--- src/core/hdr_bar_pkg.sv ---
package hdr_bar_pkg;

	// ----------------------------------------------------------------
	// Register map (byte addresses)
	// ----------------------------------------------------------------
	localparam logic [7:0] OFF_HEADER_WORD = 8'h0c;
	localparam logic [7:0] OFF_MEM0_BAR = 8'h10;
	localparam logic [7:0] OFF_MEM0_SETUP = 8'h9c;
	localparam logic [7:0] OFF_MEM0_XLAT = 8'h98;

	// ----------------------------------------------------------------
	// Field positions and reset values
	// ----------------------------------------------------------------
	localparam int LAT_LSB = 8;
	localparam int HDR_CFG_LSB = 16;
	localparam int SINGLE_FN_BIT = 23;
	localparam int BASE_LSB = 12;
	localparam logic [7:0] LAT_RST_FWD = 8'h00;
	localparam logic [7:0] LAT_RST_REV_PCI = 8'h00;
	localparam logic [7:0] LAT_RST_REV_PCIX = 8'h40;
	localparam logic [6:0] HDR_CFG_RST = 7'h00;
	localparam logic [1:0] ADDR_TYPE_32 = 2'h0;
	localparam logic [19:0] BASE_RST = 20'h0_0000;
	localparam logic [19:0] SETUP_RST = 20'h0_0000;
	localparam logic [19:0] XLAT_RST = 20'h0_0000;
	// Edges after reset release until the synchronised straps are settled.
	localparam logic [1:0] INIT_EDGES = 2'h3;
	// 4KB minimum (bits 31:12 all writable) up to 2GB (only bit 31 writable).
	localparam logic [19:0] SIZE_LEGAL_MASK = 20'h8_0000;

	typedef struct packed
	{
		logic valid;
		logic [31:0] addr;
	} mem_req_s;

	typedef struct packed
	{
		logic csr_hit;
		logic fwd_hit;
		logic [31:0] fwd_addr;
	} mem_dec_s;

endpackage : hdr_bar_pkg

--- src/core/primary_header_bar0_regs.sv ---
// The APB slave port was left to the implementer.
`timescale 1ns/10ps
// Overview of operation
// - Latency timer bits 15:8; forward bridge read-only, reset 00h.
// - Reverse bridge latency timer writable; resets 00h conventional, 40h PCI-X.
// - Header config bits 22:16 read-only zero; bits 31:24 read zero.
// - Bit 23 reads 0, single-function device.
// - Memory-0 address type bits 2:1 read 00, 32-bit decode.
// - Bit 0 and bit 3 read 0; bits 11:4 read zero.
// - Window base in bits 31:12, reset zero, sized by setup register.
// - Window size ranges from 4KB up to 2GB.
// - Lowest 4KB of the window decodes to own control registers.
// - Accesses above the first 4KB are forwarded downstream.
// - Forwarded address built from the translated base register.
// - Base bit writable only where setup bits are 1 from bit 31 down to it, else reads zero.
module primary_header_bar0_regs
(
	input wire logic i_mclk,
	input wire logic i_arst_n,
	input wire logic i_ce,
	input wire logic i_reverse,
	input wire logic i_pcix,
	input wire logic i_psel,
	input wire logic i_penable,
	input wire logic i_pwrite,
	input wire logic [7:0] i_paddr,
	input wire logic [31:0] i_pwdata,
	output logic o_pready,
	output logic [31:0] o_prdata,
	output logic o_pslverr,
	input wire hdr_bar_pkg::mem_req_s i_mem,
	output hdr_bar_pkg::mem_dec_s o_dec
);
	import hdr_bar_pkg::*;

	// ----------------------------------------------------------------
	// Strap synchronisers
	// ----------------------------------------------------------------
	// Role and bus-mode straps come from pins, so they pass two flops.
	logic [1:0] strap_meta;
	logic [1:0] strap_sync;
	logic [1:0] next_strap_meta;
	logic [1:0] next_strap_sync;
	logic rev;
	logic pcix;

	always_comb
	begin
		next_strap_meta = {i_reverse, i_pcix};
		next_strap_sync = strap_meta;
	end

	always_ff @(posedge i_mclk or negedge i_arst_n)
	begin
		if (!i_arst_n)
		begin
			strap_meta <= 2'h0;
			strap_sync <= 2'h0;
		end
		else if (i_ce)
		begin
			strap_meta <= next_strap_meta;
			strap_sync <= next_strap_sync;
		end
	end

	assign rev = strap_sync[1];
	assign pcix = strap_sync[0];

	// ----------------------------------------------------------------
	// Register state
	// ----------------------------------------------------------------
	logic [7:0] latency;
	logic [19:0] base;
	logic [19:0] setup;
	logic [19:0] xlat;
	logic [1:0] init_cnt;
	logic init_done;
	logic pready;
	logic [31:0] prdata;
	logic pslverr;
	logic [7:0] next_latency;
	logic [19:0] next_base;
	logic [19:0] next_setup;
	logic [19:0] next_xlat;
	logic [1:0] next_init_cnt;
	logic next_pready;
	logic [31:0] next_prdata;
	logic next_pslverr;
	logic access;
	logic wr;

	function automatic logic mapped(input logic [7:0] a);
		mapped = (a == OFF_HEADER_WORD) || (a == OFF_MEM0_BAR)
			|| (a == OFF_MEM0_SETUP) || (a == OFF_MEM0_XLAT);
	endfunction : mapped

	// Setup masks are legal only as a contiguous run of ones from bit 31.
	function automatic logic [19:0] legal_mask(input logic [19:0] s);
		logic [19:0] m;
		m = 20'h0_0000;
		for (int i = 19; i >= 0; i--)
		begin
			if (i == 19)
				m[i] = s[i];
			else
				m[i] = s[i] & m[i + 1];
		end
		legal_mask = m;
	endfunction : legal_mask

	logic [19:0] wmask;
	assign wmask = legal_mask(setup);

	// A wait state every access: a simple one-cycle answer after the setup phase.
	assign access = i_psel && i_penable && !pready;
	assign wr = access && i_pwrite;
	assign init_done = (init_cnt == INIT_EDGES);

	always_comb
	begin
		next_latency = latency;
		next_base = base;
		next_setup = setup;
		next_xlat = xlat;
		next_init_cnt = init_done ? init_cnt : init_cnt + 2'h1;
		next_pready = access;
		next_prdata = 32'h0000_0000;
		next_pslverr = access && !mapped(i_paddr);
		// Latency reset value is reloaded until the strap synchronisers have settled.
		// Loading only once would catch the synchronisers' reset value instead.
		if (!init_done)
		begin
			if (rev && pcix)
				next_latency = LAT_RST_REV_PCIX;
			else if (rev)
				next_latency = LAT_RST_REV_PCI;
			else
				next_latency = LAT_RST_FWD;
		end
		if (wr)
		begin
			case (i_paddr)
				OFF_HEADER_WORD:
				begin
					if (rev)
						next_latency = i_pwdata[LAT_LSB +: 8];
				end
				OFF_MEM0_BAR:
				begin
					next_base = i_pwdata[31:BASE_LSB] & wmask;
				end
				OFF_MEM0_SETUP:
				begin
					next_setup = i_pwdata[31:BASE_LSB];
					next_base = base & legal_mask(i_pwdata[31:BASE_LSB]);
				end
				OFF_MEM0_XLAT:
				begin
					next_xlat = i_pwdata[31:BASE_LSB];
				end
				default:
				begin
					next_base = base;
				end
			endcase
		end
		if (access && !i_pwrite)
		begin
			case (i_paddr)
				OFF_HEADER_WORD:
					next_prdata = {8'h00, 1'b0, HDR_CFG_RST, latency, 8'h00};
				OFF_MEM0_BAR:
					next_prdata = {base & wmask, 8'h00, 1'b0, ADDR_TYPE_32, 1'b0};
				OFF_MEM0_SETUP:
					next_prdata = {setup, 12'h000};
				OFF_MEM0_XLAT:
					next_prdata = {xlat, 12'h000};
				default:
					next_prdata = 32'h0000_0000;
			endcase
		end
	end

	always_ff @(posedge i_mclk or negedge i_arst_n)
	begin
		if (!i_arst_n)
		begin
			latency <= LAT_RST_FWD;
			base <= BASE_RST;
			setup <= SETUP_RST;
			xlat <= XLAT_RST;
			init_cnt <= 2'h0;
			pready <= 1'b0;
			prdata <= 32'h0000_0000;
			pslverr <= 1'b0;
		end
		else if (i_ce)
		begin
			latency <= next_latency;
			base <= next_base;
			setup <= next_setup;
			xlat <= next_xlat;
			init_cnt <= next_init_cnt;
			pready <= next_pready;
			prdata <= next_prdata;
			pslverr <= next_pslverr;
		end
	end

	assign o_pready = pready;
	assign o_prdata = prdata;
	assign o_pslverr = pslverr;

	// ----------------------------------------------------------------
	// Window decode
	// ----------------------------------------------------------------
	// Registered decode: the answer trails the request by one cycle.
	mem_dec_s dec;
	mem_dec_s next_dec;
	logic hit;
	logic in_first_4k;

	always_comb
	begin
		hit = (wmask != 20'h0_0000)
			&& ((i_mem.addr[31:BASE_LSB] & wmask) == (base & wmask));
		in_first_4k = ((i_mem.addr[31:BASE_LSB] & ~wmask) == 20'h0_0000);
		next_dec.csr_hit = i_mem.valid && hit && in_first_4k;
		next_dec.fwd_hit = i_mem.valid && hit && !in_first_4k;
		next_dec.fwd_addr = {xlat & wmask, 12'h000}
			| {i_mem.addr[31:BASE_LSB] & ~wmask, i_mem.addr[BASE_LSB - 1:0]};
		if (!(i_mem.valid && hit && !in_first_4k))
			next_dec.fwd_addr = 32'h0000_0000;
	end

	always_ff @(posedge i_mclk or negedge i_arst_n)
	begin
		if (!i_arst_n)
			dec <= '0;
		else if (i_ce)
			dec <= next_dec;
	end

	assign o_dec = dec;

	// ----------------------------------------------------------------
	// Checks
	// ----------------------------------------------------------------
	AST_FWD_LAT_RO:
	assert property (@(posedge i_mclk) disable iff (!i_arst_n)
		(i_ce && init_done && !rev) |=> (latency == $past(latency)))
	else $error("Latency timer changed in forward role.");

	AST_REV_LAT_WR:
	assert property (@(posedge i_mclk) disable iff (!i_arst_n)
		(i_ce && init_done && rev && wr && i_paddr == OFF_HEADER_WORD)
		|=> (latency == $past(i_pwdata[15:8])))
	else $error("Reverse latency write not stored.");

	AST_HDR_READ:
	assert property (@(posedge i_mclk) disable iff (!i_arst_n)
		(i_ce && access && !i_pwrite && i_paddr == OFF_HEADER_WORD)
		|=> (o_prdata[31:16] == 16'h0000 && o_pready))
	else $error("Header word upper bits not zero.");

	AST_SINGLE_FN:
	assert property (@(posedge i_mclk) disable iff (!i_arst_n)
		(i_ce && access && !i_pwrite && i_paddr == OFF_HEADER_WORD)
		|=> (o_prdata[SINGLE_FN_BIT] == 1'b0))
	else $error("Single-function bit set.");

	AST_BAR_LOW:
	assert property (@(posedge i_mclk) disable iff (!i_arst_n)
		(i_ce && access && !i_pwrite && i_paddr == OFF_MEM0_BAR)
		|=> (o_prdata[11:0] == 12'h000))
	else $error("BAR low bits not zero.");

	AST_BAR_MASK:
	assert property (@(posedge i_mclk) disable iff (!i_arst_n)
		(base & ~wmask) == 20'h0_0000)
	else $error("Base bit set outside writable mask.");

	AST_CSR_HIT:
	assert property (@(posedge i_mclk) disable iff (!i_arst_n)
		(i_ce && i_mem.valid && hit && in_first_4k) |=> (o_dec.csr_hit && !o_dec.fwd_hit))
	else $error("First 4KB not decoded to CSRs.");

	AST_FWD_HIT:
	assert property (@(posedge i_mclk) disable iff (!i_arst_n)
		(i_ce && i_mem.valid && hit && !in_first_4k)
		|=> (o_dec.fwd_hit && o_dec.fwd_addr[11:0] == $past(i_mem.addr[11:0])))
	else $error("Upper window not forwarded.");

	AST_PREADY_PULSE:
	assert property (@(posedge i_mclk) disable iff (!i_arst_n)
		o_pready |=> !o_pready)
	else $error("Ready held longer than one cycle.");

endmodule : primary_header_bar0_regs

--- config.mk ---
export PLATFORM = sky130hd
export DESIGN_NAME = primary_header_bar0_regs
export DESIGN_NICKNAME = d
export VERILOG_FILES = /design/src/core/hdr_bar_pkg.sv /design/src/core/primary_header_bar0_regs.sv
export SDC_FILE = /design/constraint.sdc
export NUM_CORES = 1
export LEC_CHECK = 0
export BUFFER_PORTS_ARGS = -buffer_cell sky130_fd_sc_hd__buf_2
export CAP_MARGIN = 20
export CORE_ASPECT_RATIO = 2
export CORE_MARGIN = 5
export CORE_UTILIZATION = 59
export DETAILED_ROUTE_END_ITERATION = 6
export PLACE_DENSITY = 0.9
export RECOVER_POWER = 50
export SYNTH_ARGS = -nofsm -noshare
export SYNTH_HDL_FRONTEND = slang
export SYNTH_SLANG_ARGS = --single-unit
--- constraint.sdc ---
create_clock -name i_mclk -period 5.2 [get_ports i_mclk]
set_input_delay 1.04 -clock i_mclk [delete_from_list [all_inputs] [get_ports i_mclk]]
set_output_delay 1.04 -clock i_mclk [all_outputs]
set_load 0.02 [all_outputs]
# Word level (Yosys, flattened, before mapping)
# Cells that the tools add are included.
dict set report totals {
  register_bits 142
  in_bits 81
  out_inout_bits 68
  elab_cells 140
}
dict set report op_classes {
  mux 49
  n_bitwise 47
  eq_ne 6
  n_addsub 1
  reduce_logical 24
}
# op count
set ops {}
lappend ops {{one-hot mux 32 bit (4 select lines)} 1}
lappend ops {{AND 20 bit} 6}
lappend ops {{2-to-1 mux 32 bit} 2}
lappend ops {{2-to-1 mux 1 bit} 40}
lappend ops {{one-hot mux 20 bit (2 select lines)} 1}
lappend ops {{AND 1 bit} 38}
lappend ops {{2-to-1 mux 8 bit} 4}
lappend ops {{bitwise OR 32 bit} 1}
lappend ops {{equality test 20 bit} 1}
lappend ops {{logical NOT 20 bit} 1}
lappend ops {{NOT 20 bit} 1}
lappend ops {{nonzero test 20 bit} 1}
lappend ops {{equality test 8 bit (second input constant)} 2}
lappend ops {{logical AND 1 bit} 10}
lappend ops {{AND reduction 3 bit} 3}
lappend ops {{equality test 8 x 4 -> 1 bit (second input constant)} 1}
lappend ops {{equality test 8 x 5 -> 1 bit (second input constant)} 1}
lappend ops {{2-to-1 mux 7 bit} 1}
lappend ops {{logical NOT 1 bit} 4}
lappend ops {{logical OR 1 bit} 3}
lappend ops {{adder 2 x 1 -> 2 bit (second input constant)} 1}
lappend ops {{equality test 2 bit (second input constant)} 1}
lappend ops {{AND reduction 2 bit} 1}
lappend ops {{nonzero test 2 bit} 1}
lappend ops {{NOT 1 bit} 1}

# Depth between registers and ports, before layout
# Gate-level depths: netlist (run 1).
dict set report logic_depth {
  ltp_word 63
  ltp_mapped 9
  depth_no_buf 6
}

# Least setup slack after synthesis (run 1)
# No wires, ideal clock.
dict set report synth_path {
  path_kind {input port to flip-flop}
  start {in i_paddr[5]}
  end {reg base[9]}
  arrival_time_ns 2.767
  setup_ns 0.121
  path_buffers 2
  path_slack_ns 2.312
  cell_stages 7
  t_required_ns 5.079
  cell_sequence {or3b_1 > or3_4 > clkbuf_1 > nand3_1 > clkbuf_1 > o21ai_0 > a22o_1}
}
dict set report synth_via {
  elab_chain_cells 3
  word_cells_on_any_way 5
  classes_between {2 x eq/ne; 1 x mux; 2 x reduce/logical}
}
# item line_no
set synth_rtl {}
lappend synth_rtl {{start: declaration} primary_header_bar0_regs.sv:26} ;# input wire logic [7:0] i_paddr,
lappend synth_rtl {{equality test 8 x 5 -> 1 bit or equality test 8 bit (tied branches)} primary_header_bar0_regs.sv:143} ;# case (i_paddr)
lappend synth_rtl {{nonzero test 2 bit (no line)} n/a}
lappend synth_rtl {{AND reduction 3 bit (no line)} n/a}
lappend synth_rtl {{end signal: assignment} primary_header_bar0_regs.sv:201} ;# base <= next_base;
lappend synth_rtl {{end: declaration} primary_header_bar0_regs.sv:74} ;# logic [19:0] base;
# Parallel ways exist; a longest one is shown, timed or not.
# A chain may end at the register's enable or synchronous reset.

==> results of run 1 <==
## sequential cells by signal, indices dropped and copies added (netlist names)
| register | cells |
|---|---|
| o_dec | 34 |
| next_strap_sync | 2 |
| latency | 8 |
| o_pready | 1 |
| o_prdata | 24 |
| strap_sync | 2 |
| setup | 20 |
| init_cnt | 2 |
| base | 20 |
| o_pslverr | 1 |
| xlat | 20 |
## layer usage
layer	GRT usage, %	up-vias
li1	-	2565
met1	33.0	2990
met2	55.7	396
met3	6.99	120
met4	26.2	0
met5	0	-
## metrics by stage
step | util [%] | area, sq um | setup slack, ps
after floorplan | - | 6760 | 2310
after global placement | 66.3 | 7480 | 1290
after detailed placement | 66.3 | 7480 | 1260
after CTS | 72.0 | 8130 | 1680
after global routing | 71.7 | 8090 | 942
final | 71.7 | 8090 | 1110
## where the power goes
part | total, W | internal (W) | switching [W]
Combinational | 0.000177 | 0.0000619 | 0.000115
Clock | 0.00132 | 0.000860 | 0.000456
Sequential | 0.00108 | 0.00106 | 0.0000160
## layout make-up
class / instances / area, sq um / area share [%]
Clock inverter: 12 / 203 / 2.51
Sequential cell: 134 / 3350 / 41.5
Multi-Input combinational cell: 421 / 3100 / 38.3
Timing Repair Buffer: 146 / 724 / 8.96
Tap cell: 142 / 178 / 2.20
Inverter: 24 / 90.1 / 1.11
Antenna cell: 2 / 5.00 / 0.0619
Clock buffer: 18 / 439 / 5.43
## logic make-up (layout without fill, tap and decap cells)
| logic type | count (synthesis) | count (layout) |
|---|---|---|
| buffers and inverters | 71 | 200 |
| and+or+nand+nor | 165 | 165 |
| other | 1 | 10 |
| adders and majority gates | 1 | 1 |
| AOI/OAI and AO/OA | 165 | 165 |
| xor gates and xnor gates | 21 | 21 |
| muxes | 61 | 61 |
| DFF | 134 | 134 |
## worst register-to-register path: stages, from the launching register on
cell and delay [ps]:
dfrtp_1 530, and4_1 520, and3_1 560, nand2_1 190
a221o_1 380, nor4_4 250, buf_4 370, o32ai_1 180
## placed cells by master, fill, tap and decap left out, drive strengths merged, types with 21 or more instances in the layout
cell type  count
nand2         54
inv           24
buf          119
nand3         36
mux2          44
o21ai         26
dfrtp        134
clkbuf        45
o2bb2ai       31
o32ai         21
## worst min-delay path by stage
stage               depth (start not counted)                startpoint                  endpoint  slack, ps
floorplan                                   1   init_cnt[0]$_DFFE_PN0P_   init_cnt[0]$_DFFE_PN0P_        450
global placement                            1  o_prdata[26]$_DFFE_PN0P_  o_prdata[26]$_DFFE_PN0P_        460
detailed placement                          1  o_prdata[21]$_DFFE_PN0P_  o_prdata[21]$_DFFE_PN0P_        470
CTS                                         1  o_prdata[21]$_DFFE_PN0P_  o_prdata[21]$_DFFE_PN0P_        480
global route                                1     o_dec[32]$_DFFE_PN0P_     o_dec[32]$_DFFE_PN0P_        500
finish                                      1  o_prdata[27]$_DFFE_PN0P_  o_prdata[27]$_DFFE_PN0P_        480
==> out/metrics.cfg, run 1 <==
[outcome]
status=finished with violations
violations=max-capacitance violations, max-slew violations

[clock_network]
max-clock-path-buffers=2
path_clk_slew_ps=50
cts_sinks=134
clkLatencyLatePin_ps=420
cts_setup_buffers=0
post_cts_resized=0
root_buffer=clkbuf_16
cts_max_level=4
holdBufCountCts=0
numCtsBuffers=17
cts_tree=built

[timing]
clock-skew-final_ps=11.4
finalCriticalPeriod_ps=4090
slew_headroom_pct=-40.6
finalSetupTns_ps=0
rsz0062_at_grt=false
worst_slew_pin_slew_ps=2110
post-route-period-util_pct=78.7
hold_viol=0
timing.fmax_mhz=244
whs_ps=483
setup_violations=0
drv_slew=144

[die]
die_area_sq_um=13800
die_w_microns=85.6
die_y_microns=161
start_util_pct=59.7
coreArea_sq_um=11300
pin_count=149
row_count=55

[logic_synthesis]
synth_top_area_share_pct=49.8
synth_top_family_by_area=compound AO/OA/AOI/OAI gates
synth-compound-area-share_pct=19.0
synthAdderAreaFrac_pct=0.186
synthSimpleGateAreaFrac_pct=13.4
synthArstFlopShare_pct=100
syn_area_sq_um=6740
synth_top_cells_by_count=dfrtp_1 (134), nand2_1 (54), mux2_2 (44), nand3_1 (35), o2bb2ai_1 (31)
synth_area_leader_cell=dfrtp_1
synth_edf_count=0
synth-xor-area-share_pct=2.73
synth_cell_type_count=66
synthTopCellsByArea=dfrtp_1 (50%), mux2_2 (7.4%), o2bb2ai_1 (4.0%), nand2_1 (3.0%), o32ai_1 (2.7%)
yosys_warnings=0
avgSynthCellArea_sq_um=10.9
synthMuxAreaShare_pct=9.88
ys_seq_elements=134
synth.most_common_cell=dfrtp_1
synth_ff_type=dfrtp_1
synth_seq_area_share_pct=49.8
synth_cells=619

[global_route]
first_global_vias=6354
gr-total-overflow=0
grt_pass1_wl_microns=34100
antenna_found_initial=2
grt_util_all_layers_pct=32.5
grt_max_degree=68

[place]
gp_congestion=0.965
dp_hpwl_microns=15500
portBuffers=132
post-place-cells=867

[power]
peakVddDrop_v=0.000281
power.density_nw_per_um2=318
p_leak_nw=3.88
total_power_w=0.00257

[critical_path]
slowest_stage=clkbuf_1
reg2reg_slack_ps=2000
cp_top_family=buffers and inverters
rr_worst_depth=7
critPathMaxFanout=29
regToRegStartpoint=setup[19]$_DFFE_PN0P_
end_kind=flip-flop
setup.worst_path.end=o_dec[29]$_DFFE_PN0P_
critical_path_class=in -> reg
crit_required_ps=5490
worstPathArrival_ps=4380
path_buf_inv=3
crit_start=i_ce
timing.rr.end=o_dec[29]$_DFFE_PN0P_
max_stage_delay_ps=1100
worstSetupStartpointType=input port
cp_num_cells=9
crit_chain=buf_2 -> clkbuf_1 -> nand3_1 -> a211oi_1 -> o211ai_1 -> nor3_1 -> buf_4 -> nand2_1 -> o32ai_1

[finish]
synthToLayoutAreaGrowth_pct=20.1
nets=826
drive_gt1_share_pct=27.3
final_cells=899
fill_cells=826

[job]
drv_cap=4

[route]
highest_layer=met4
via_per_inst=6.75
drc=0
m1WireLength_microns=6850
drt_iter0_markers=553
vias=6071
wl_met2_microns=11600
drt-wirelength-per-cell_microns=24.5
met3WireLength_microns=1620
drt-pass1-iter-count=6
ant_nets=0
totalWireLength_microns=22000

[hold_path]
hp-class=reg -> reg

Note: power is estimated with default switching activity, not from simulation.
==> run 2: changes to the inputs <==
--- a/config.mk
+++ b/config.mk
@@ -9,9 +9,9 @@
 export CAP_MARGIN = 20
 export CORE_ASPECT_RATIO = 2
 export CORE_MARGIN = 5
-export CORE_UTILIZATION = 59
+export CORE_UTILIZATION = 49
 export DETAILED_ROUTE_END_ITERATION = 6
-export PLACE_DENSITY = 0.9
+export PLACE_DENSITY = 0.8
 export RECOVER_POWER = 50
 export SYNTH_ARGS = -nofsm -noshare
 export SYNTH_HDL_FRONTEND = slang
==> constraint.sdc (replaced) <==
create_clock -name i_mclk -period 3.3 [get_ports i_mclk]
set_input_delay 0.66 -clock i_mclk [delete_from_list [all_inputs] [get_ports i_mclk]]
set_output_delay 0.66 -clock i_mclk [all_outputs]
set_load 0.02 [all_outputs]
==> run 2 against run 1 <==
Against the previous run:
- the run now ends clean
- clock power is 46% higher
- critical endpoint is now o_dec[15]$_DFFE_PN0P_
- sequential share of layout area is 0.30 points lower
- clock skew is 1.8 ps lower
- sequential power is 57% higher
- non-clock buffer count is 10 higher
- combinational power is 53% higher
- wire length is 2.0% lower
- die area is 19% higher
- worst hold slack worse by 41 ps
- register-to-register slack worse by 1500 ps
- setup slack worse by 580 ps
- count of clock-buffer cells in the layout is 5 higher
==> out/metrics.cfg, run 2 (synthesis results as in run 1) <==
[power]
p_seq_share_pct=43.6  ; +1.6 points
power.density_nw_per_um2=479  ; +51%
p_switching_w=0.000930  ; +58%
peakVddDrop_v=0.000452  ; +61%
p_leak_nw=3.92  ; +0.89%
combPwrFrac_pct=6.9  ; about the same
sw_frac_of_total_pct=23.8  ; +1.0 points
p_clk_share_pct=49.5  ; -1.6 points
p_int_w=0.00297  ; +50%

[global_route]
antenna_found_initial=0  ; -2
gr-total-overflow=0  ; unchanged
grt_util_all_layers_pct=26.9  ; -5.5 points
first_global_vias=6139  ; -3.4%
grt_max_degree=59  ; -13%
grt_pass1_wl_microns=33500  ; -1.7%

[route]
totalWireLength_microns=21500  ; -2.0%
drc=0  ; unchanged
drt-wirelength-per-cell_microns=23.4  ; -4.4%
drt-pass1-iter-count=6  ; unchanged
vias=5930  ; -2.3%
ant_nets=0  ; unchanged
drt_iter0_markers=462  ; -16%
via_per_inst=6.43  ; -4.8%

[critical_path]
worstSetupStartpointType=flip-flop
worstPathArrival_ps=3050  ; -1330 ps
path_buf_inv=1  ; -2
crit_required_ps=3580  ; -1910 ps
crit_chain=and4_1 -> and3_1 -> nand2_1 -> a221o_1 -> nor4_4 -> buf_12 -> o32ai_1
cp_top_family=simple AND/OR/NAND/NOR gates
critPathMaxFanout=33  ; +14%
critical_path_class=reg -> reg
end_kind=flip-flop
slowest_stage=dfrtp_1
max_stage_delay_ps=530  ; -570 ps

[clock_network]
cts_sinks=134  ; unchanged
holdBufCountCts=0  ; unchanged
max-clock-path-buffers=2  ; unchanged
post_cts_resized=0  ; unchanged
numCtsBuffers=17  ; unchanged
cts_tree=built
cts_max_level=4  ; unchanged
cts_setup_buffers=0  ; unchanged
clkLatencyLatePin_ps=420  ; about the same
root_buffer=clkbuf_16
path_clk_slew_ps=60  ; about the same

[timing]
setup_violations=0  ; unchanged
rsz0062_at_grt=false
slew_headroom_pct=3.54  ; +44 points
finalCriticalPeriod_ps=2770
drv_slew=0  ; -100%
worst_slew_pin_slew_ps=1450  ; -663 ps
post-route-period-util_pct=83.9
worst_slack_ps=532  ; -578 ps
timing.fmax_mhz=361
hold_viol=0  ; unchanged
clock-skew-final_ps=9.55  ; -1.84 ps
finalSetupTns_ps=0  ; unchanged

[outcome]
status=finished clean

[place]
gp_congestion=0.948  ; -1.8%
post-place-cells=890  ; +2.7%
portBuffers=132  ; unchanged
dp_hpwl_microns=15800  ; +1.8%
post-place-ws_ps=345  ; -913 ps

[hold_path]
hp-class=in -> reg

[die]
pin_count=149  ; unchanged
die_area_sq_um=16300  ; +19%
start_util_pct=49.8  ; -9.8 points
row_count=60  ; +9.1%
die_y_microns=176  ; +9.1%
coreArea_sq_um=13500  ; +20%
die_w_microns=92.9  ; +8.6%

[finish]
fill_cells=1163  ; +41%
drive_gt1_share_pct=28.3  ; +1.0 points
final_cell_mix=dfrtp_1 (134), buf_2 (108), nand2_1 (54)
n_antenna_cell=0  ; -2
final_common_cell=dfrtp_1
final_cells=922  ; +2.6%
nets=836  ; +1.2%
final_core_utilization_pct=60.3  ; -11 points
synthToLayoutAreaGrowth_pct=21.0
largest_register_ff_count=34  ; unchanged

[job]
drv_cap=0  ; -4

==> run 2: final cells by class <==
class | instances | area (sq um) | share of cell area (%)
clock inverter | 9 | 115 | 1.41
inverter | 24 | 90.1 | 1.11
timing repair buffer | 156 | 811 | 9.95
clock buffer | 23 | 488 | 5.99
sequential | 134 | 3350 | 41.2
multi-input combinational | 421 | 3100 | 38.0
tap | 155 | 194 | 2.38
==> run 2: routing by layer <==
metal / vias up / wire, microns / track usage (%)
met1: 2954 / 7250 / 28.6
met5: - / 0 / 0
li1: 2584 / - / -
met2: 306 / 11500 / 47.8
met4: 0 / 1450 / 16.9
met3: 86 / 1380 / 5.23
==> run 2: final timing paths <==
path | depth (start not counted) | slack, ps | start | end
worst max-delay path | 7 | 530 | setup[18]$_DFFE_PN0P_ | o_dec[15]$_DFFE_PN0P_
worst min-delay path | 3 | 440 | i_pwdata[11] | latency[3]$_DFFE_PN0P_
worst max register to register | 7 | 530 | setup[18]$_DFFE_PN0P_ | o_dec[15]$_DFFE_PN0P_
worst min register to register | 1 | 480 | o_prdata[26]$_DFFE_PN0P_ | o_prdata[26]$_DFFE_PN0P_
max in group asynchronous | 2 | 940 | i_arst_n | o_prdata[28]$_DFFE_PN0P_
min in group asynchronous | 1 | 590 | i_arst_n | o_dec[1]$_DFFE_PN0P_
==> run 2: worst reg2reg max path: stages (launching register included) <==
cell	delay, ps
dfrtp_1	530
and4_1	520
and3_1	380
nand2_1	150
a221o_1	370
nor4_4	330
buf_12	230
o32ai_1	130
==> run 2: stage by stage <==
stage / total power, W / hold WS (ps) / cell area [sq um]
after floorplan: 0.00185 / 364 / 6760
after CTS: 0.00392 / 338 / 8200
after global placement: 0.00199 / 461 / 7600
after global routing: 0.00402 / 462 / 8150
after detailed placement: 0.00200 / 466 / 7600
final: 0.00390 / 442 / 8150
==> run 2: power by group through the flow <==
stage | Combinational, W | Clock [W] | Sequential [W]
after floorplan | 0.000130 | 0 | 0.00172
after global placement | 0.000262 | 0 | 0.00173
after detailed placement | 0.000273 | 0 | 0.00173
after CTS | 0.000275 | 0.00195 | 0.00170
after global routing | 0.000296 | 0.00201 | 0.00171
final | 0.000270 | 0.00193 | 0.00170
